===== src/lcr_consts.svh =====
// Command encodings, register reset values and field positions for the LCD command decoder
`ifndef LCR_CONSTS_SVH
`define LCR_CONSTS_SVH
`define LCR_RST_SCROLL     7'h00
`define LCR_RST_FIXED      4'h0
`define LCR_RST_BIAS_RATIO 2'h2
`define LCR_RST_TEMP_COEF  2'h0
`define LCR_RST_BIAS_TRIM  8'hB2
`define LCR_RST_POWER      4'hD
`define LCR_RST_DISPLAY    3'h0
`define LCR_RST_ADDR_CTRL  5'h01
`define LCR_RST_WIN_SCOL   8'h00
`define LCR_RST_WIN_SPAGE  5'h00
`define LCR_RST_WIN_ECOL   8'h9F
`define LCR_RST_WIN_EPAGE  5'h1F
`define LCR_RST_SCAN_END   7'h7F
`define LCR_RST_PART_START 7'h00
`define LCR_RST_PART_END   7'h7F
`define LCR_RST_PANEL      9'h008
`define LCR_PAGE_MAX       5'h1F
`define LCR_COL_LAST       8'h9F
`define LCR_AC_WRAP        0
`define LCR_AC_ORDER       1
`define LCR_AC_PDIR        2
`define LCR_AC_CURSOR      3
`define LCR_AC_WINDOW      4
`define LCR_PD_FIXED_SHOW  0
`define LCR_PD_MIRROR_COL  1
`define LCR_PD_MIRROR_ROW  2
`define LCR_OP_RESET       2'h0
`define LCR_OP_SLEEP       2'h2
`define LCR_OP_NORMAL      2'h3
`define LCR_RESET_CYCLES   4'h8
`define LCR_CMD_SYS_RESET  8'hE2
`define LCR_CMD_NOP        8'hE3
`define LCR_CMD_CUR_CLR    8'hEE
`define LCR_CMD_CUR_SET    8'hEF
`define LCR_CMD_BIAS_TRIM  8'h81
`define LCR_CMD_SCAN_END   8'hF1
`define LCR_CMD_PART_START 8'hF2
`define LCR_CMD_PART_END   8'hF3
`define LCR_CMD_WIN_SCOL   8'hF4
`define LCR_CMD_WIN_SPAGE  8'hF5
`define LCR_CMD_WIN_ECOL   8'hF6
`define LCR_CMD_WIN_EPAGE  8'hF7
`endif


===== src/lcr_pkg.sv =====
// Types shared by the LCD command decoder modules
package lcr_pkg;
  typedef enum logic [3:0] {
    SEC_NONE, SEC_VENDOR, SEC_BIAS_TRIM, SEC_TEST, SEC_SCAN_END, SEC_PART_START,
    SEC_PART_END, SEC_WIN_SCOL, SEC_WIN_SPAGE, SEC_WIN_ECOL, SEC_WIN_EPAGE
  } lcr_second_t;
  typedef struct packed {
    logic       sel_data;
    logic       is_read;
    logic [7:0] value;
  } lcr_host_byte_t;
  typedef struct packed {
    logic [7:0] column;
    logic [4:0] page;
  } lcr_addr_t;
endpackage


===== src/lcr_addr_step.sv =====
// Next RAM address after a display access, honouring order, wrap, direction and window
module lcr_addr_step
  import lcr_pkg::*;
(
  // Current address and controls
  input  wire lcr_addr_t  cur,
  input  wire logic [4:0] addr_ctrl,
  input  wire lcr_addr_t  win_lo,
  input  wire lcr_addr_t  win_hi,
  // Next address
  output lcr_addr_t       nxt
);
  `include "lcr_consts.svh"
  wire       wrap    = addr_ctrl[`LCR_AC_WRAP] & ~addr_ctrl[`LCR_AC_CURSOR];
  wire       row_ord = addr_ctrl[`LCR_AC_ORDER];
  wire       dec     = addr_ctrl[`LCR_AC_PDIR];
  // Window disabled behaves as full-RAM window
  wire [7:0] col_lo  = addr_ctrl[`LCR_AC_WINDOW] ? win_lo.column : 8'h00;
  wire [7:0] col_hi  = addr_ctrl[`LCR_AC_WINDOW] ? win_hi.column : `LCR_COL_LAST;
  wire [4:0] pg_lo   = addr_ctrl[`LCR_AC_WINDOW] ? win_lo.page : 5'h00;
  wire [4:0] pg_hi   = addr_ctrl[`LCR_AC_WINDOW] ? win_hi.page : `LCR_PAGE_MAX;
  wire       col_end = cur.column == col_hi;
  wire       pg_end  = dec ? (cur.page == pg_lo) : (cur.page == pg_hi);
  wire [7:0] col_inc = cur.column + 8'h01;
  // Page step wraps to the opposite end at the boundary
  wire [4:0] pg_step = pg_end ? (dec ? pg_hi : pg_lo) : (dec ? cur.page - 5'h01 : cur.page + 5'h01);
  wire [7:0] col_wr  = col_end ? col_lo : col_inc;
  always_comb begin
    nxt = cur;
    if (!row_ord) begin
      if (!col_end) begin
        nxt.column = col_inc;
      end else if (wrap) begin
        nxt.column = col_lo;
        nxt.page   = pg_step;
      end
    end else begin
      if (!pg_end) begin
        nxt.page = pg_step;
      end else if (wrap) begin
        nxt.page   = pg_step;
        nxt.column = col_wr;
      end
    end
  end
endmodule


===== src/lcr_status_fmt.sv =====
// Formats the status byte returned to the host
module lcr_status_fmt (
  // Status sources
  input  wire logic       pin_level,
  input  wire logic       mirror_col,
  input  wire logic       mirror_row,
  input  wire logic       wrap_on,
  input  wire logic       display_on,
  input  wire logic [1:0] trim_top,
  // Formatted byte
  output logic [7:0]      status
);
  assign status = {pin_level, mirror_col, mirror_row, wrap_on, display_on, trim_top, 1'b1};
endmodule


===== src/lcr_command_decoder.sv =====
// Host command decoder and control register bank of the LCD controller-driver
module lcr_command_decoder
  import lcr_pkg::*;
#(
  parameter int RESET_CYCLES = 8
) (
  // Clock and reset
  input  wire logic       CLOCK,
  input  wire logic       ARST_N,
  input  wire logic       RESET_PIN_N,
  // Host byte port
  input  wire logic       HOST_STROBE,
  input  wire logic       HOST_SEL_DATA,
  input  wire logic       HOST_READ,
  input  wire logic [7:0] HOST_WDATA,
  output logic [7:0]      HOST_RDATA,
  output logic            HOST_RVALID,
  input  wire logic       VENDOR_PIN,
  // Display RAM access
  output logic            RAM_WE,
  output logic            RAM_RE,
  output logic [7:0]      RAM_COLUMN,
  output logic [4:0]      RAM_PAGE,
  output logic [7:0]      RAM_WDATA,
  input  wire logic [7:0] RAM_RDATA,
  // Register outputs to the panel logic
  output logic [6:0]      SCROLL_LINE,
  output logic [3:0]      FIXED_LINE_COUNT,
  output logic [1:0]      BIAS_RATIO,
  output logic [1:0]      TEMP_COEFFICIENT,
  output logic [7:0]      BIAS_TRIM_LEVEL,
  output logic [3:0]      POWER_DRIVE_CONFIG,
  output logic [2:0]      DISPLAY_CONTROL,
  output logic [4:0]      ADDRESS_CONTROL,
  output logic [6:0]      COM_SCAN_END,
  output logic [6:0]      PARTIAL_START_ROW,
  output logic [6:0]      PARTIAL_END_ROW,
  output logic [8:0]      PANEL_DRIVE_CONTROL,
  output logic [7:0]      MUX_RATE,
  output logic            FIXED_ROWS_SHOWN,
  // State
  output logic [1:0]      OPERATING_STATE,
  output logic            RESET_PENDING
);
  `include "lcr_consts.svh"

  lcr_host_byte_t hb;
  lcr_second_t    second;
  lcr_addr_t      addr;
  lcr_addr_t      addr_next;
  lcr_addr_t      win_lo;
  lcr_addr_t      win_hi;
  logic [7:0]     cursor_return_column;
  logic [3:0]     rst_count;
  logic [7:0]     status_byte;

  assign hb = '{sel_data: HOST_SEL_DATA, is_read: HOST_READ, value: HOST_WDATA};

  // Decode: host ignored while reset is pending
  wire accept   = HOST_STROBE & ~RESET_PENDING;
  wire cmd_wr   = accept & ~hb.sel_data & ~hb.is_read;
  wire stat_rd  = accept & ~hb.sel_data & hb.is_read;
  wire data_wr  = accept & hb.sel_data & ~hb.is_read;
  wire data_rd  = accept & hb.sel_data & hb.is_read;
  wire first_wr = cmd_wr & (second == SEC_NONE);
  wire sec_wr   = cmd_wr & (second != SEC_NONE);
  wire [7:0] c  = hb.value;
  wire cursor_on = ADDRESS_CONTROL[`LCR_AC_CURSOR];

  wire is_col_lo   = first_wr & (c[7:4] == 4'h0);
  wire is_col_hi   = first_wr & (c[7:4] == 4'h1);
  wire is_temp     = first_wr & (c[7:2] == 6'b001001);
  wire is_load     = first_wr & (c[7:2] == 6'b001010);
  wire is_pump     = first_wr & (c[7:2] == 6'b001011);
  wire is_vendor   = first_wr & (c[7:1] == 7'b0011000);
  wire is_scr_lo   = first_wr & (c[7:4] == 4'h4);
  wire is_scr_hi   = first_wr & (c[7:4] == 4'h5);
  wire is_page     = first_wr & (c[7:5] == 3'b011);
  wire is_trim     = first_wr & (c == `LCR_CMD_BIAS_TRIM);
  wire is_partial  = first_wr & (c[7:2] == 6'b100001);
  wire is_addr     = first_wr & (c[7:3] == 5'b10001);
  wire is_fixed    = first_wr & (c[7:4] == 4'h9);
  wire is_rate     = first_wr & (c[7:2] == 6'b101000);
  wire is_allon    = first_wr & (c[7:1] == 7'b1010010);
  wire is_inv      = first_wr & (c[7:1] == 7'b1010011);
  wire is_disp     = first_wr & (c[7:1] == 7'b1010111);
  wire is_map      = first_wr & (c[7:3] == 5'b11000);
  wire is_gray     = first_wr & (c[7:2] == 6'b110100);
  wire is_sysrst   = first_wr & (c == `LCR_CMD_SYS_RESET);
  wire is_test     = first_wr & (c[7:2] == 6'b111001);
  wire is_bias     = first_wr & (c[7:2] == 6'b111010);
  wire is_cur_clr  = first_wr & (c == `LCR_CMD_CUR_CLR);
  wire is_cur_set  = first_wr & (c == `LCR_CMD_CUR_SET);
  wire is_dbl_row  = first_wr & (c[7:2] == 6'b111100) & (c[1:0] != 2'b00);
  wire is_dbl_win  = first_wr & (c[7:2] == 6'b111101);
  // Window enable sits just above the double-byte window opcodes
  wire is_win_en   = first_wr & (c[7:1] == 7'b1111100);

  // Soft reset pulses the same restore path as the pin and power-up
  wire soft_reset = is_sysrst | ~RESET_PIN_N;

  // Second byte owner selection
  lcr_second_t next_second;
  always_comb begin
    next_second = SEC_NONE;
    if (is_vendor) begin
      next_second = SEC_VENDOR;
    end else if (is_trim) begin
      next_second = SEC_BIAS_TRIM;
    end else if (is_test) begin
      next_second = SEC_TEST;
    end else if (is_dbl_row) begin
      next_second = (c[1:0] == 2'b01) ? SEC_SCAN_END : (c[1:0] == 2'b10) ? SEC_PART_START : SEC_PART_END;
    end else if (is_dbl_win) begin
      unique case (c[1:0])
        2'b00: next_second = SEC_WIN_SCOL;
        2'b01: next_second = SEC_WIN_SPAGE;
        2'b10: next_second = SEC_WIN_ECOL;
        2'b11: next_second = SEC_WIN_EPAGE;
      endcase
    end
  end

  // Address stepping after display data access
  lcr_addr_step u_step (
    .cur       (addr),
    .addr_ctrl (ADDRESS_CONTROL),
    .win_lo    (win_lo),
    .win_hi    (win_hi),
    .nxt       (addr_next)
  );

  wire step_en = data_wr | (data_rd & ~cursor_on);

  lcr_addr_t next_addr;
  always_comb begin
    next_addr = addr;
    if (is_col_lo) begin
      next_addr.column = {addr.column[7:4], c[3:0]};
    end else if (is_col_hi) begin
      next_addr.column = {c[3:0], addr.column[3:0]};
    end else if (is_page) begin
      next_addr.page = c[4:0];
    end else if (is_cur_clr) begin
      next_addr.column = cursor_return_column;
    end else if (step_en) begin
      next_addr = addr_next;
    end
  end

  // Reset sequencing: pending flag held for a fixed count
  always_ff @(posedge CLOCK or negedge ARST_N) begin
    if (!ARST_N) begin
      rst_count <= 4'(RESET_CYCLES);
    end else if (soft_reset) begin
      rst_count <= 4'(RESET_CYCLES);
    end else if (rst_count != 4'h0) begin
      rst_count <= rst_count - 4'h1;
    end
  end
  assign RESET_PENDING = rst_count != 4'h0;
  assign OPERATING_STATE = RESET_PENDING ? `LCR_OP_RESET
                         : DISPLAY_CONTROL[2] ? `LCR_OP_NORMAL : `LCR_OP_SLEEP;

  // Control registers; every one returns to its default on any reset
  always_ff @(posedge CLOCK or negedge ARST_N) begin
    if (!ARST_N) begin
      second               <= SEC_NONE;
      addr                 <= '0;
      cursor_return_column <= 8'h00;
      SCROLL_LINE          <= `LCR_RST_SCROLL;
      FIXED_LINE_COUNT     <= `LCR_RST_FIXED;
      BIAS_RATIO           <= `LCR_RST_BIAS_RATIO;
      TEMP_COEFFICIENT     <= `LCR_RST_TEMP_COEF;
      BIAS_TRIM_LEVEL      <= `LCR_RST_BIAS_TRIM;
      POWER_DRIVE_CONFIG   <= `LCR_RST_POWER;
      DISPLAY_CONTROL      <= `LCR_RST_DISPLAY;
      ADDRESS_CONTROL      <= `LCR_RST_ADDR_CTRL;
      win_lo               <= '{column: `LCR_RST_WIN_SCOL, page: `LCR_RST_WIN_SPAGE};
      win_hi               <= '{column: `LCR_RST_WIN_ECOL, page: `LCR_RST_WIN_EPAGE};
      COM_SCAN_END         <= `LCR_RST_SCAN_END;
      PARTIAL_START_ROW    <= `LCR_RST_PART_START;
      PARTIAL_END_ROW      <= `LCR_RST_PART_END;
      PANEL_DRIVE_CONTROL  <= `LCR_RST_PANEL;
    end else if (soft_reset) begin
      second               <= SEC_NONE;
      addr                 <= '0;
      cursor_return_column <= 8'h00;
      SCROLL_LINE          <= `LCR_RST_SCROLL;
      FIXED_LINE_COUNT     <= `LCR_RST_FIXED;
      BIAS_RATIO           <= `LCR_RST_BIAS_RATIO;
      TEMP_COEFFICIENT     <= `LCR_RST_TEMP_COEF;
      BIAS_TRIM_LEVEL      <= `LCR_RST_BIAS_TRIM;
      POWER_DRIVE_CONFIG   <= `LCR_RST_POWER;
      DISPLAY_CONTROL      <= `LCR_RST_DISPLAY;
      ADDRESS_CONTROL      <= `LCR_RST_ADDR_CTRL;
      win_lo               <= '{column: `LCR_RST_WIN_SCOL, page: `LCR_RST_WIN_SPAGE};
      win_hi               <= '{column: `LCR_RST_WIN_ECOL, page: `LCR_RST_WIN_EPAGE};
      COM_SCAN_END         <= `LCR_RST_SCAN_END;
      PARTIAL_START_ROW    <= `LCR_RST_PART_START;
      PARTIAL_END_ROW      <= `LCR_RST_PART_END;
      PANEL_DRIVE_CONTROL  <= `LCR_RST_PANEL;
    end else begin
      addr <= next_addr;
      if (cmd_wr) begin
        second <= next_second;
      end
      // Second bytes of double-byte commands
      if (sec_wr) begin
        unique case (second)
          SEC_BIAS_TRIM:  BIAS_TRIM_LEVEL   <= c;
          SEC_SCAN_END:   COM_SCAN_END      <= c[6:0];
          SEC_PART_START: PARTIAL_START_ROW <= c[6:0];
          SEC_PART_END:   PARTIAL_END_ROW   <= c[6:0];
          SEC_WIN_SCOL:   win_lo.column     <= c;
          SEC_WIN_SPAGE:  win_lo.page       <= c[4:0];
          SEC_WIN_ECOL:   win_hi.column     <= c;
          SEC_WIN_EPAGE:  win_hi.page       <= c[4:0];
          // Vendor and test payloads are swallowed without effect
          default: ;
        endcase
      end
      if (is_scr_lo) SCROLL_LINE[3:0] <= c[3:0];
      if (is_scr_hi) SCROLL_LINE[6:4] <= c[2:0];
      if (is_fixed) FIXED_LINE_COUNT <= c[3:0];
      if (is_temp) TEMP_COEFFICIENT <= c[1:0];
      if (is_bias) BIAS_RATIO <= c[1:0];
      if (is_load) POWER_DRIVE_CONFIG[1:0] <= c[1:0];
      if (is_pump) POWER_DRIVE_CONFIG[3:2] <= c[1:0];
      if (is_inv) DISPLAY_CONTROL[0] <= c[0];
      if (is_allon) DISPLAY_CONTROL[1] <= c[0];
      if (is_disp) DISPLAY_CONTROL[2] <= c[0];
      if (is_addr) ADDRESS_CONTROL[2:0] <= c[2:0];
      if (is_win_en) ADDRESS_CONTROL[`LCR_AC_WINDOW] <= c[0];
      if (is_cur_set) begin
        ADDRESS_CONTROL[`LCR_AC_CURSOR] <= 1'b1;
        cursor_return_column            <= addr.column;
      end
      if (is_cur_clr) ADDRESS_CONTROL[`LCR_AC_CURSOR] <= 1'b0;
      if (is_rate) PANEL_DRIVE_CONTROL[4:3] <= c[1:0];
      if (is_gray) PANEL_DRIVE_CONTROL[6:5] <= c[1:0];
      if (is_partial) PANEL_DRIVE_CONTROL[8:7] <= c[1:0];
      if (is_map) PANEL_DRIVE_CONTROL[2:0] <= c[2:0];
    end
  end

  // Partial display row gating and multiplex rate
  assign FIXED_ROWS_SHOWN = ~PANEL_DRIVE_CONTROL[8]
                          | PANEL_DRIVE_CONTROL[`LCR_PD_FIXED_SHOW];
  wire [7:0] mux_full = {1'b0, COM_SCAN_END} + 8'h01;
  wire [7:0] mux_part = {1'b0, PARTIAL_END_ROW} - {1'b0, PARTIAL_START_ROW} + 8'h01;
  assign MUX_RATE = (PANEL_DRIVE_CONTROL[8:7] == 2'b11) ? mux_part : mux_full;

  // Status formatting
  lcr_status_fmt u_status (
    .pin_level  (VENDOR_PIN),
    .mirror_col (PANEL_DRIVE_CONTROL[`LCR_PD_MIRROR_COL]),
    .mirror_row (PANEL_DRIVE_CONTROL[`LCR_PD_MIRROR_ROW]),
    .wrap_on    (ADDRESS_CONTROL[`LCR_AC_WRAP]),
    .display_on (DISPLAY_CONTROL[2]),
    .trim_top   (BIAS_TRIM_LEVEL[7:6]),
    .status     (status_byte)
  );

  // Read data and RAM strobes; RAM read data arrives the next cycle
  logic ram_rd_d;
  always_ff @(posedge CLOCK or negedge ARST_N) begin
    if (!ARST_N) begin
      HOST_RDATA  <= 8'h00;
      HOST_RVALID <= 1'b0;
      ram_rd_d    <= 1'b0;
    end else begin
      ram_rd_d    <= data_rd;
      HOST_RVALID <= stat_rd | ram_rd_d;
      if (stat_rd) begin
        HOST_RDATA <= status_byte;
      end else if (ram_rd_d) begin
        HOST_RDATA <= RAM_RDATA;
      end
    end
  end

  assign RAM_WE     = data_wr;
  assign RAM_RE     = data_rd;
  assign RAM_COLUMN = addr.column;
  assign RAM_PAGE   = addr.page;
  assign RAM_WDATA  = hb.value;
endmodule


===== config.mk =====
export PLATFORM = sky130hd
export DESIGN_NAME = lcr_command_decoder
export DESIGN_NICKNAME = d
export VERILOG_FILES = /design/src/lcr_pkg.sv /design/src/lcr_addr_step.sv /design/src/lcr_status_fmt.sv /design/src/lcr_command_decoder.sv
export VERILOG_INCLUDE_DIRS = /design/src
export SDC_FILE = /design/constraint.sdc
export NUM_CORES = 1
export LEC_CHECK = 0
export ABC_AREA = 1
export BUFFER_PORTS_ARGS = -buffer_cell sky130_fd_sc_hd__buf_2
export CORE_ASPECT_RATIO = 1.1
export CORE_UTILIZATION = 40
export CTS_CLUSTER_SIZE = 14
export DETAILED_ROUTE_END_ITERATION = 6
export MAX_ROUTING_LAYER = met4
export REMOVE_ABC_BUFFERS = 1
export SETUP_SLACK_MARGIN = 0.3
export SLEW_MARGIN = 10
export SYNTH_ARGS = -nofsm -noshare
export SYNTH_HDL_FRONTEND = slang
export SYNTH_SLANG_ARGS = --single-unit

===== constraint.sdc =====
create_clock -name CLOCK -period 3.26 [get_ports CLOCK]
set_clock_uncertainty 0.15 [all_clocks]
set_input_delay 0.163 -clock CLOCK [delete_from_list [all_inputs] [get_ports CLOCK]]
set_output_delay 0.163 -clock CLOCK [all_outputs]
set_load 0.03 [all_outputs]

# Yosys cells after proc, flatten, opt, wreduce, memory -nomap -nowiden
# Index checks and enable logic that the tools add are counted.
# totals
register_bits	130
latchBits	0
ram_bits	0
rom_bits	0
input_bits	23
output_inout_bits	109
wordCells	287
mem_count	0
# op_classes
add_sub_neg	7
multipliers	0
div	0
magnitude_cmp	0
n_eq_ne	54
shifts	0
muxes	91
bitwise_logic	49
reduce_logical	52
# ops
operator	n
8-bit two-way mux	19
13-bit two-way mux	9
5-bit two-way mux	14
7-bit two-way mux	10
2-bit nonzero test	30
4-bit two-way mux	13
6-bit equality test, second input constant	7
1-bit AND	39
8-bit equality test, second input constant	4
7-bit equality test, second input constant	4
4-bit by 3-bit equality test with 1-bit output, second input constant	6
2-bit two-way mux	12
4-bit nonzero test	6
5-bit by 1-bit inequality test with 1-bit output, second input constant	4
6-bit by 4-bit equality test with 1-bit output, second input constant	3
8-bit by 1-bit adder with 8-bit output, second input constant	2
4-bit equality test, second input constant	4
4-bit one-hot mux with 4 select lines	1
2-bit AND reduction	8
3-bit two-way mux	4
3-bit by 2-bit inequality test with 1-bit output, second input constant	4
6-bit AND reduction	2
5-bit equality test	2
5-bit equality test, second input constant	2
other kinds (23)	44

# Longest topological paths before layout
# Gate-level depths: netlist of run 1.
# depth
depth_word	14
ltp_mapped	15

# Hierarchy
# A second synthesis of run 1 with hierarchy kept.
# unflattened
cells_unflattened	1132
area_unflattened_um2	8309.2
# by_module_without_submodules
mod	instances	cells_each	area_per_inst_um2	seq_area_each_um2
lcr_command_decoder	1	814	6686.4	3298.2
lcr_addr_step	1	309	1559.0	0.0
lcr_status_fmt	1	9	63.8	0.0

# Worst setup path before layout of run 1
# OpenSTA, ideal clock, no wires.
# synth_path
path_type	flip-flop to output port
start	register PARTIAL_END_ROW[1]
end	output port MUX_RATE[7]
arrival_time_ns	2.754
setup_slack_ns	0.193
path_stages_with_launch	13
n_path_buf	0
path_cell_list	dfstp_2 > inv_1 > ha_1 > inv_1 > ha_1 > inv_1 > fa_1 > o21ai_0 > nand2_1 > nand2_1 > a21oi_1 > xnor2_1 > o21ai_0
# synth_between
elab_chain_len	3
# synth_rtl
item	line_no	rtl
start, declared	lcr_command_decoder.sv:37	output logic [6:0] PARTIAL_END_ROW,
start signal, assigned	lcr_command_decoder.sv:183	PARTIAL_END_ROW <= `LCR_RST_PART_END;
start signal, assigned	lcr_command_decoder.sv:201	PARTIAL_END_ROW <= `LCR_RST_PART_END;
start signal, assigned	lcr_command_decoder.sv:214	SEC_PART_END: PARTIAL_END_ROW <= c[6:0];
7-bit by 7-bit subtractor with 8-bit output	lcr_command_decoder.sv:251	wire [7:0] mux_part = {1'b0, PARTIAL_END_ROW} - {1'b0, PARTIAL_START_ROW} + 8'h01;
8-bit by 1-bit adder with 8-bit output	lcr_command_decoder.sv:251	
8-bit two-way mux	lcr_command_decoder.sv:252	assign MUX_RATE = (PANEL_DRIVE_CONTROL[8:7] == 2'b11) ? mux_part : mux_full;
end, declared	lcr_command_decoder.sv:39	output logic [7:0] MUX_RATE,
# Every way passes these cells.

# Final worst setup path of run 1
# Same ends and word-level chain as after synthesis.

==> results of run 1 <==
## routing by layer
layer / up-vias / GRT usage (%) / wire [um]
li1: 3508 / - / -
met1: 3373 / 31.9 / 10300
met2: 208 / 39.2 / 10900
met3: 30 / 4.38 / 1040
met4: 0 / 7.30 / 396
met5: - / - / 0
## state kept, by name (all words and copies together) (netlist names), 5 cells and up
signal / flops
PARTIAL_START_ROW: 7
SCROLL_LINE: 7
cursor_return_column: 8
BIAS_TRIM_LEVEL: 8
win_hi: 13
RAM_PAGE: 5
HOST_RDATA: 8
ADDRESS_CONTROL: 5
COM_SCAN_END: 7
PARTIAL_END_ROW: 7
win_lo: 13
PANEL_DRIVE_CONTROL: 9
RAM_COLUMN: 8
## stage by stage
| step | instance area [um^2] | worst slack, ns | instances | hold slack (ns) | power, uW |
|---|---|---|---|---|---|
| after floorplan | 7290 | 0.193 | 952 | -0.283 | 2760 |
| after global placement | 8360 | 0.578 | 1338 | 0.0571 | 3170 |
| after detailed placement | 8360 | 0.521 | 1338 | 0.0550 | 3180 |
| after CTS | 9140 | 0.331 | 1386 | 0.0145 | 5140 |
| after global routing | 9170 | 0.170 | 1387 | 0.0236 | 5380 |
| final | 9170 | 0.338 | 1387 | 0.0340 | 5120 |
## worst min-delay path by stage
| stage | slack [ns] | cells past startpoint | from | endpoint |
|---|---|---|---|---|
| 2_1_floorplan | -0.28 | 0 | ARST_N | ADDRESS_CONTROL[1] |
| 3_3_place_gp | 0.06 | 1 | ARST_N | RAM_PAGE[4] |
| 3_5_place_dp | 0.05 | 1 | ARST_N | RAM_PAGE[4] |
| 4_1_cts | 0.01 | 4 | RESET_PIN_N | ADDRESS_CONTROL[4] |
| 5_1_grt | 0.02 | 3 | HOST_SEL_DATA | ram_rd_d |
| 6_report | 0.03 | 4 | RESET_PIN_N | ADDRESS_CONTROL[4] |
## layout by cell type (no fill, tap or decap), types with 17 or more instances in the layout
cell type | netlist | layout
nand2_1 | 260 | 260
buf_2 | 14 | 128
inv_1 | 103 | 100
nand3_1 | 95 | 95
dfrtp_1 | 94 | 94
nor2_1 | 92 | 92
o21ai_0 | 83 | 81
a21oi_1 | 42 | 39
dfstp_2 | 36 | 36
ha_1 | 24 | 21
clkbuf_16 | 0 | 18
buf_4 | 17 | 17
## power groups by stage
stage	Clock (uW)	Combinational [uW]	Sequential, uW
floorplan	0	551	2210
global placement	0	1190	1980
detailed placement	0	1200	1980
CTS	1930	1250	1960
global route	2010	1380	1980
finish	1890	1270	1960
## worst min-delay path, stage by stage
cell and delay, ns:
buf_2 0.13, nand2_4 0.10, o21ai_0 0.07, o21a_1 0.10
## cell families (layout without fill, tap and decap cells)
group           count (synthesis)  in the layout  synth area share, %
mux                             1              1                0.149
buf+inv                       153            304                 9.09
flops                         130            130                 43.6
xor+xnor                       14             14                 1.62
fa+ha+maj                      26             26                 4.50
compound gates                162            162                 11.7
simple gates                  507            507                 29.3
## layout make-up
type                            count  area [um^2]
Tap cell                          243          304
Clock buffer                       22          495
Clock inverter                     10         95.1
Inverter                          112          427
Multi-Input combinational cell    710         3620
Sequential cell                   130         3300
Timing Repair Buffer              160          930
Fill cell                        1866         9310
## repair_timing
| item | in CTS | in global routing |
|---|---|---|
| resized for setup | 12 | 7 |
| hold buffers | 13 | 0 |
| pin swaps | 8 | 7 |
| buffers inserted | 3 | 1 |
| hold endpoints to repair | 74 | 0 |
| setup endpoints to repair | 2 | 3 |
==> results.cfg, run 1 <==
[route]
ant_nets = 0
wl_per_cell_um = 16.3
drt_iter0_drc = 606
routed_wl_um = 22600
drc = 0
drtPass1Iterations = 5
viasPerCell = 5.13
vias = 7119

[timing]
min_period_ns = 2.92
fin_setup_tns_ns = 0
fmax_mhz = 342
min_period_over_period_pct = 89.6
worstMarginPinSlew_ns = 0.731
rsz0062_at_grt = yes
finalSetupViolCount = 0
drv_slew = 0
slew_headroom_pct = 51.1
final_hold_viol_count = 0

[logic_synthesis]
synth_area_leader_cell = dfrtp_1
synth_seq_cells = 130
synth_edf_count = 0
ys_warn_count = 0
yosysSeqAreaShare_pct = 43.6
synth_common_cells = nand2_1 (260), inv_1 (103), nand3_1 (95)
synthCells = 993
syn_area_per_cell_um2 = 7.61
yosysMostFrequentCell = nand2_1
synth_area_leaders = dfrtp_1 (31%), nand2_1 (13%), dfstp_2 (13%)
synthArstFlopShare_pct = 100
syn_area_um2 = 7560
ys.flop_type = dfrtp_1
synth_top_area_share_pct = 31.1
synth.distinct_cells = 47

[power_and_ir_drop]
p_sw_uw = 1730
pwr-share-comb_pct = 24.7
p_leak_uw = 0.00462
swShare_pct = 33.8
ir_worst_vdd_mv = 0.378
p_per_area_nw_per_um2 = 558
p_seq_share_pct = 38.3
cell_internal_pwr_uw = 3390
p_clk_share_pct = 36.9

[critical_path]
crit_type = flip-flop to output pin
required_ns = 2.95
arrival_ns = 2.61
cp.depth = 13
critical-path-top-delay-family = adder cells
crit_chain = inv_2 -> ha_4 -> inv_4 -> ha_4 -> inv_2 -> fa_2 -> o21ai_2 -> nand2_1 -> nand2_1 -> a21oi_2 -> xnor2_1 -> o21ai_1 -> buf_4
r2r_cells = 8
timing.rr.start = rst_count[0]
endpoint = MUX_RATE[7]
path_buf_inv = 4
cp_max_fo = 2
worst_setup_path_start_kind = flip-flop
regToRegSetupSlack_ns = 0.53
end_kind = output pin
crit_path_max_incr_delay_ns = 0.53
worstReg2RegEnd = HOST_RDATA[7]
crit_path_start = PARTIAL_END_ROW[1]
slowest_stage = dfstp_2

[cts]
clk_pin_slew_ns = 0.06
insertion_delay_ns = 0.42
cts.sinks = 130
cts_max_level = 4
clk_path_buf_depth = 2
cts_tree = yes
ctsRootBufferMaster = clkbuf_16
cts_inserted_buffers = 17

[place]
io_buffers = 131
globalplace.congestion = 0.913
dp_hpwl_um = 16400

[die]
ios = 132
dieWidth_um = 133
start_util_pct = 40.9
coreArea_um2 = 18500
die_h_um = 146
rows = 52
dieArea_um2 = 19400

[global_route]
grt-ovfl-total = 0
grt_pass1_wl_um = 35900
grt_pass1_vias = 6623
antenna_found_initial = 0
grt_max_degree = 66
grt_usage_pct = 24.6

[finish]
n_antenna_cell = 0
post-route-util_pct = 49.6
drive_gt1_share_pct = 23.0
area_growth_pct = 21.3
nets = 1180

[hold_path]
worst_hold_path_type = input port to flip-flop

[flow_run]
maxCapViolCount = 0

[outcome]
status = finished clean
Note: power is estimated with default switching activity, not from simulation.
==> run 2, diff against run 1 <==
--- a/config.mk
+++ b/config.mk
@@ -13,6 +13,7 @@
 export CTS_CLUSTER_SIZE = 14
 export DETAILED_ROUTE_END_ITERATION = 6
 export MAX_ROUTING_LAYER = met4
+export RECOVER_POWER = 50
 export REMOVE_ABC_BUFFERS = 1
 export SETUP_SLACK_MARGIN = 0.3
 export SLEW_MARGIN = 10
==> run 2 against run 1 <==
Net effect:
- non-clock buffer count unchanged
- flip-flop and latch count did not move
- critical path depth unchanged
- maximum frequency fell by 0.12%
- the flow now finishes with violations (capacitance limit, slew limit)
- combinational power barely moved
- largest power group unchanged
- sequential power is essentially flat
- die area unchanged
- hold slack got worse by 0.0011 ns
- register-to-register slack about the same
- largest cell class unchanged
==> results.cfg, run 2 (synthesis gave the netlist of run 1 again) <==
[global_route]
grt_usage_pct = 24.6
grt_pass1_vias = 6623
grt-ovfl-total = 0
grt_max_degree = 66
grt_pass1_wl_um = 35900
antenna_found_initial = 0

[die]
dieArea_um2 = 19400
die_h_um = 146
start_util_pct = 40.9
dieWidth_um = 133
rows = 52
coreArea_um2 = 18500
ios = 132

[timing]
fin_setup_tns_ns = 0
drv_slew = 65
slew_headroom_pct = -14.2
worstMarginPinSlew_ns = 1.71
rsz0062_at_grt = yes
finalSetupViolCount = 0
fmax_mhz = 342
final_hold_viol_count = 0
min_period_ns = 2.93
holdWs_ns = 0.0329
layout_setup_ws_ns = 0.335
min_period_over_period_pct = 89.7

[hold_path]
hold_depth = 4
worst_hold_path_type = input port to flip-flop
hold_start = RESET_PIN_N

[route]
wl_per_cell_um = 16.3
dr_wl_met3_um = 934
top_layer = met4
ant_nets = 0
drt_iter0_drc = 606
met2_length_um = 10900
vias = 7093
drtPass1Iterations = 5
routed_wl_um = 22500
viasPerCell = 5.11
wl_met1_um = 10400
drc = 0

[power_and_ir_drop]
ir_worst_vdd_mv = 0.377
p_leak_uw = 0.00443
p_per_area_nw_per_um2 = 561

[cts]
cts_max_level = 4
clk_pin_slew_ns = 0.06
clk_path_buf_depth = 2
cts.sinks = 130
cts_tree = yes
ctsRootBufferMaster = clkbuf_16
cts_inserted_buffers = 17
insertion_delay_ns = 0.42

[outcome]
status = complete, but fails checks
violations = capacitance limit, slew limit

[finish]
layout_common_cells = nand2_1 (260), inv_1 (100), nand3_1 (95), dfrtp_1 (94), nor2_1 (92)
drive_gt1_share_pct = 18.2
final_common_cell = nand2_1
stdcell_count = 1387
n_antenna_cell = 0
area_growth_pct = 20.3
final_area_um2 = 9090
largest_registers = win_hi (13), win_lo (13), PANEL_DRIVE_CONTROL (9)
nets = 1180

[place]
globalplace.congestion = 0.913
dp_cells = 1338
pre_cts_slack_ns = 0.521
dp_hpwl_um = 16400
placed_cell_area_um2 = 8360
io_buffers = 131

[critical_path]
arrival_ns = 2.61
worst_setup_path_start_kind = flip-flop
required_ns = 2.95
r2r_cells = 8
end_kind = output pin
cp_max_fo = 2
crit_path_start = PARTIAL_END_ROW[1]
crit_type = flip-flop to output pin
timing.rr.start = rst_count[0]

[flow_run]
maxCapViolCount = 1
## run 2: changes by cell type in the layout (fill, tap and decap cells not counted)
cell      delta
buf_2       -54
buf_4        -1
buf_6        -1
clkbuf_1    +55
clkbuf_2     +1
## run 2: layer usage
metal | track usage [%] | vias up
met5 | - | -
met4 | 7.30 | 0
met3 | 4.38 | 30
met2 | 39.2 | 201
met1 | 31.9 | 3354
li1 | - | 3508
## run 2: timing repair
item / CTS / global route
cloned: 0 / 0
pin swaps: 8 / 7
endpoints found under the setup margin: 2 / 3
hold endpoints to repair: 74 / 0
buffers inserted: 3 / 1
resized for setup: 12 / 7
hold buffers: 13 / 0
## run 2: where the power goes
group | switching, uW | internal, uW | leakage, uW
Clock | 737 | 1160 | 0.000288
Combinational | 856 | 383 | 0.00252
Sequential | 143 | 1820 | 0.00162
## run 2: final cells by class
| cell class | instances | area, um^2 |
|---|---|---|
| repair buffers | 160 | 852 |
| flip-flops and latches | 130 | 3300 |
| well taps | 243 | 304 |
| clock buffers | 22 | 495 |
| clock inverters | 10 | 95.1 |
| fillers | 1894 | 9390 |
| inverters | 112 | 427 |
| multi-input cells | 710 | 3620 |
## run 2: final timing paths
path                                       to  slack [ns]
min                        ADDRESS_CONTROL[4]        0.03
min reg2reg                         win_lo[2]        0.33
max reg2reg                     HOST_RDATA[7]        0.54
min in group asynchronous         RAM_PAGE[4]        0.57
max                               MUX_RATE[7]        0.33
max in group asynchronous       RAM_COLUMN[4]        0.67
## run 2: through the flow
| stage | utilization (%) | total power, uW |
|---|---|---|
| after global placement | 45.2 | 3170 |
| after floorplan | - | 2760 |
| final | 49.2 | 5100 |
| after global routing | 49.2 | 5350 |
| after detailed placement | 45.2 | 3180 |
| after CTS | 49.5 | 5140 |
## run 2: critical path: stages (launching register included)
cell	delay, ns
dfstp_2	0.53
inv_2	0.05
ha_4	0.21
inv_4	0.05
ha_4	0.12
inv_2	0.04
fa_2	0.36
o21ai_2	0.17
nand2_1	0.10
nand2_1	0.08
a21oi_2	0.05
xnor2_1	0.12
o21ai_1	0.13
buf_4	0.18
==> run 3, diff against run 2 <==
--- a/config.mk
+++ b/config.mk
@@ -8,11 +8,14 @@
 export LEC_CHECK = 0
 export ABC_AREA = 1
 export BUFFER_PORTS_ARGS = -buffer_cell sky130_fd_sc_hd__buf_2
+export CELL_PAD_IN_SITES_DETAIL_PLACEMENT = 1
+export CELL_PAD_IN_SITES_GLOBAL_PLACEMENT = 2
 export CORE_ASPECT_RATIO = 1.1
-export CORE_UTILIZATION = 40
+export CORE_UTILIZATION = 35
 export CTS_CLUSTER_SIZE = 14
 export DETAILED_ROUTE_END_ITERATION = 6
 export MAX_ROUTING_LAYER = met4
+export PLACE_DENSITY_LB_ADDON = 0.1
 export RECOVER_POWER = 50
 export REMOVE_ABC_BUFFERS = 1
 export SETUP_SLACK_MARGIN = 0.3
==> constraint.sdc (replaced) <==
create_clock -name CLOCK -period 3.26 [get_ports CLOCK]
set_clock_uncertainty 0.15 [all_clocks]
set_input_delay 0.489 -clock CLOCK [delete_from_list [all_inputs] [get_ports CLOCK]]
set_output_delay 0.489 -clock CLOCK [all_outputs]
set_load 0.03 [all_outputs]
==> run 3 against run 2 <==
Net effect:
- the flow still finishes with violations (capacitance limit, slew limit)
- clock power about the same
- sequential share of layout area down 0.59 points
- design area up 1.7%
- register-to-register slack better by 0.06 ns
- hold slack better by 0.091 ns
- sequential power about the same
- first-iteration DRC count is 46% lower
- non-clock buffer count grew 4
- wire length increased by 15%
- power increased by 1.6%
- utilization decreased by 5.7 points
- setup slack got worse by 0.26 ns
- critical path type unchanged
- critical endpoint unchanged
- highest routed layer unchanged
==> results.cfg, run 3 (synthesis gave the netlist of run 1 again) <==
[cts]
cts_tree = yes
clk_pin_slew_ns = 0.07
ctsRootBufferMaster = clkbuf_16
clk_path_buf_depth = 2
cts_inserted_buffers = 17
cts_max_level = 4
cts.sinks = 130
insertion_delay_ns = 0.43

[die]
die_h_um = 156
ios = 132
rows = 56
coreArea_um2 = 21200
dieWidth_um = 142
start_util_pct = 35.6
dieArea_um2 = 22200

[route]
drtPass1Iterations = 5
wl_per_cell_um = 18.1
vias = 7226
drc = 0
ant_nets = 0
drt_iter0_drc = 328
routed_wl_um = 26000
viasPerCell = 5.03

[timing]
fmax_mhz = 314
finalSetupViolCount = 0
final_hold_viol_count = 0
slew_headroom_pct = -21.3
min_period_over_period_pct = 97.7
worstMarginPinSlew_ns = 1.82
rsz0062_at_grt = yes
min_period_ns = 3.18
drv_slew = 30
fin_setup_tns_ns = 0

[global_route]
grt_pass1_vias = 7246
grt_usage_pct = 25.5
antenna_found_initial = 0
grt-ovfl-total = 0
grt_pass1_wl_um = 41200
grt_max_degree = 72

[finish]
drive_gt1_share_pct = 20.6
final_common_cell = nand2_1
layout_common_cells = nand2_1 (256), inv_1 (100), nand3_1 (94), dfrtp_1 (93), nor2_1 (92)
largest_registers = win_hi (13), win_lo (13), PANEL_DRIVE_CONTROL (9)
area_growth_pct = 22.3
n_antenna_cell = 0
stdcell_count = 1438
nets = 1184

[power_and_ir_drop]
ir_worst_vdd_mv = 0.327
p_leak_uw = 0.00446
p_per_area_nw_per_um2 = 561
p_total_uw = 5180

[place]
globalplace.congestion = 0.854
dp_hpwl_um = 19200
io_buffers = 131
dp_cells = 1398

[critical_path]
worst_setup_path_start_kind = flip-flop
crit_type = flip-flop to output pin
required_ns = 2.62
critical-path-top-delay-family = adder cells
end_kind = output pin
path_buf_inv = 4
crit_path_max_incr_delay_ns = 0.54
slowest_stage = dfstp_2
crit_chain = inv_2 -> ha_4 -> inv_4 -> ha_4 -> inv_2 -> fa_2 -> o21ai_2 -> nand2_1 -> nand2_1 -> a21oi_2 -> xnor2_1 -> o21ai_1 -> buf_4
cp_max_fo = 2
arrival_ns = 2.55
regToRegSetupSlack_ns = 0.60

[outcome]
violations = capacitance limit, slew limit
status = complete, but fails checks

[hold_path]
worst_hold_path_type = input port to flip-flop

[flow_run]
maxCapViolCount = 1
## run 3: cell type report
type,count,area (um^2)
Tap cell,290,363
Multi-Input combinational cell,710,3700
Sequential cell,130,3300
Timing Repair Buffer,164,873
Clock inverter,14,150
Fill cell,2691,12000
Clock buffer,18,429
Inverter,112,423
## run 3: metrics by stage
stage	area, um^2	hold slack, ns	worst slack [ns]	util (%)
after floorplan	7290	0.0434	-0.133	-
after global placement	8510	0.252	0.219	40.1
after detailed placement	8510	0.252	0.221	40.1
after CTS	9260	0.106	-0.00697	43.6
after global routing	9240	0.127	-0.0789	43.5
final	9240	0.124	0.0750	43.5
## run 3: path summary, 6_finish.rpt
check | start | to | cells past startpoint
worst max-delay path | PARTIAL_END_ROW[1] | MUX_RATE[7] | 13
worst min-delay path | RAM_RDATA[0] | HOST_RDATA[0] | 3
worst max register to register | rst_count[0] | FIXED_LINE_COUNT[2] | 9
worst min register to register | cursor_return_column[7] | cursor_return_column[7] | 2
max in group asynchronous | ARST_N | ADDRESS_CONTROL[0] | 3
min in group asynchronous | ARST_N | RAM_COLUMN[1] | 2
## run 3: worst register-to-register path: stages, from the launching register on
cell and delay, ns:
dfrtp_1 0.40, inv_1 0.08, ha_1 0.21, nand4_1 0.14, nor2_2 0.27, nand2_2 0.21
inv_1 0.45, a31oi_1 0.37, nand2_1 0.13, o21ai_0 0.09
## run 3: where the power goes
| group | internal (uW) | leakage (uW) | switching (uW) |
|---|---|---|---|
| Sequential | 1820 | 0.00161 | 146 |
| Clock | 1130 | 0.000278 | 784 |
| Combinational | 416 | 0.00257 | 882 |
## run 3: what timing repair did
action | CTS | global route
buffers inserted | 5 | 2
resized for setup | 25 | 13
hold buffers | 1 | 0
cloned | 0 | 0
hold endpoints to repair | 20 | 0
setup endpoints to repair | 6 | 13
pin swaps | 12 | 8
## run 3: routing by layer
layer	share of wire, %	track usage (%)	routed length, um	vias up
met5	0	-	0	-
met2	48	40.6	12500	154
met3	3.7	3.99	964	24
met1	47	33.3	12100	3531
li1	-	-	-	3517
met4	1.6	7.53	408	0
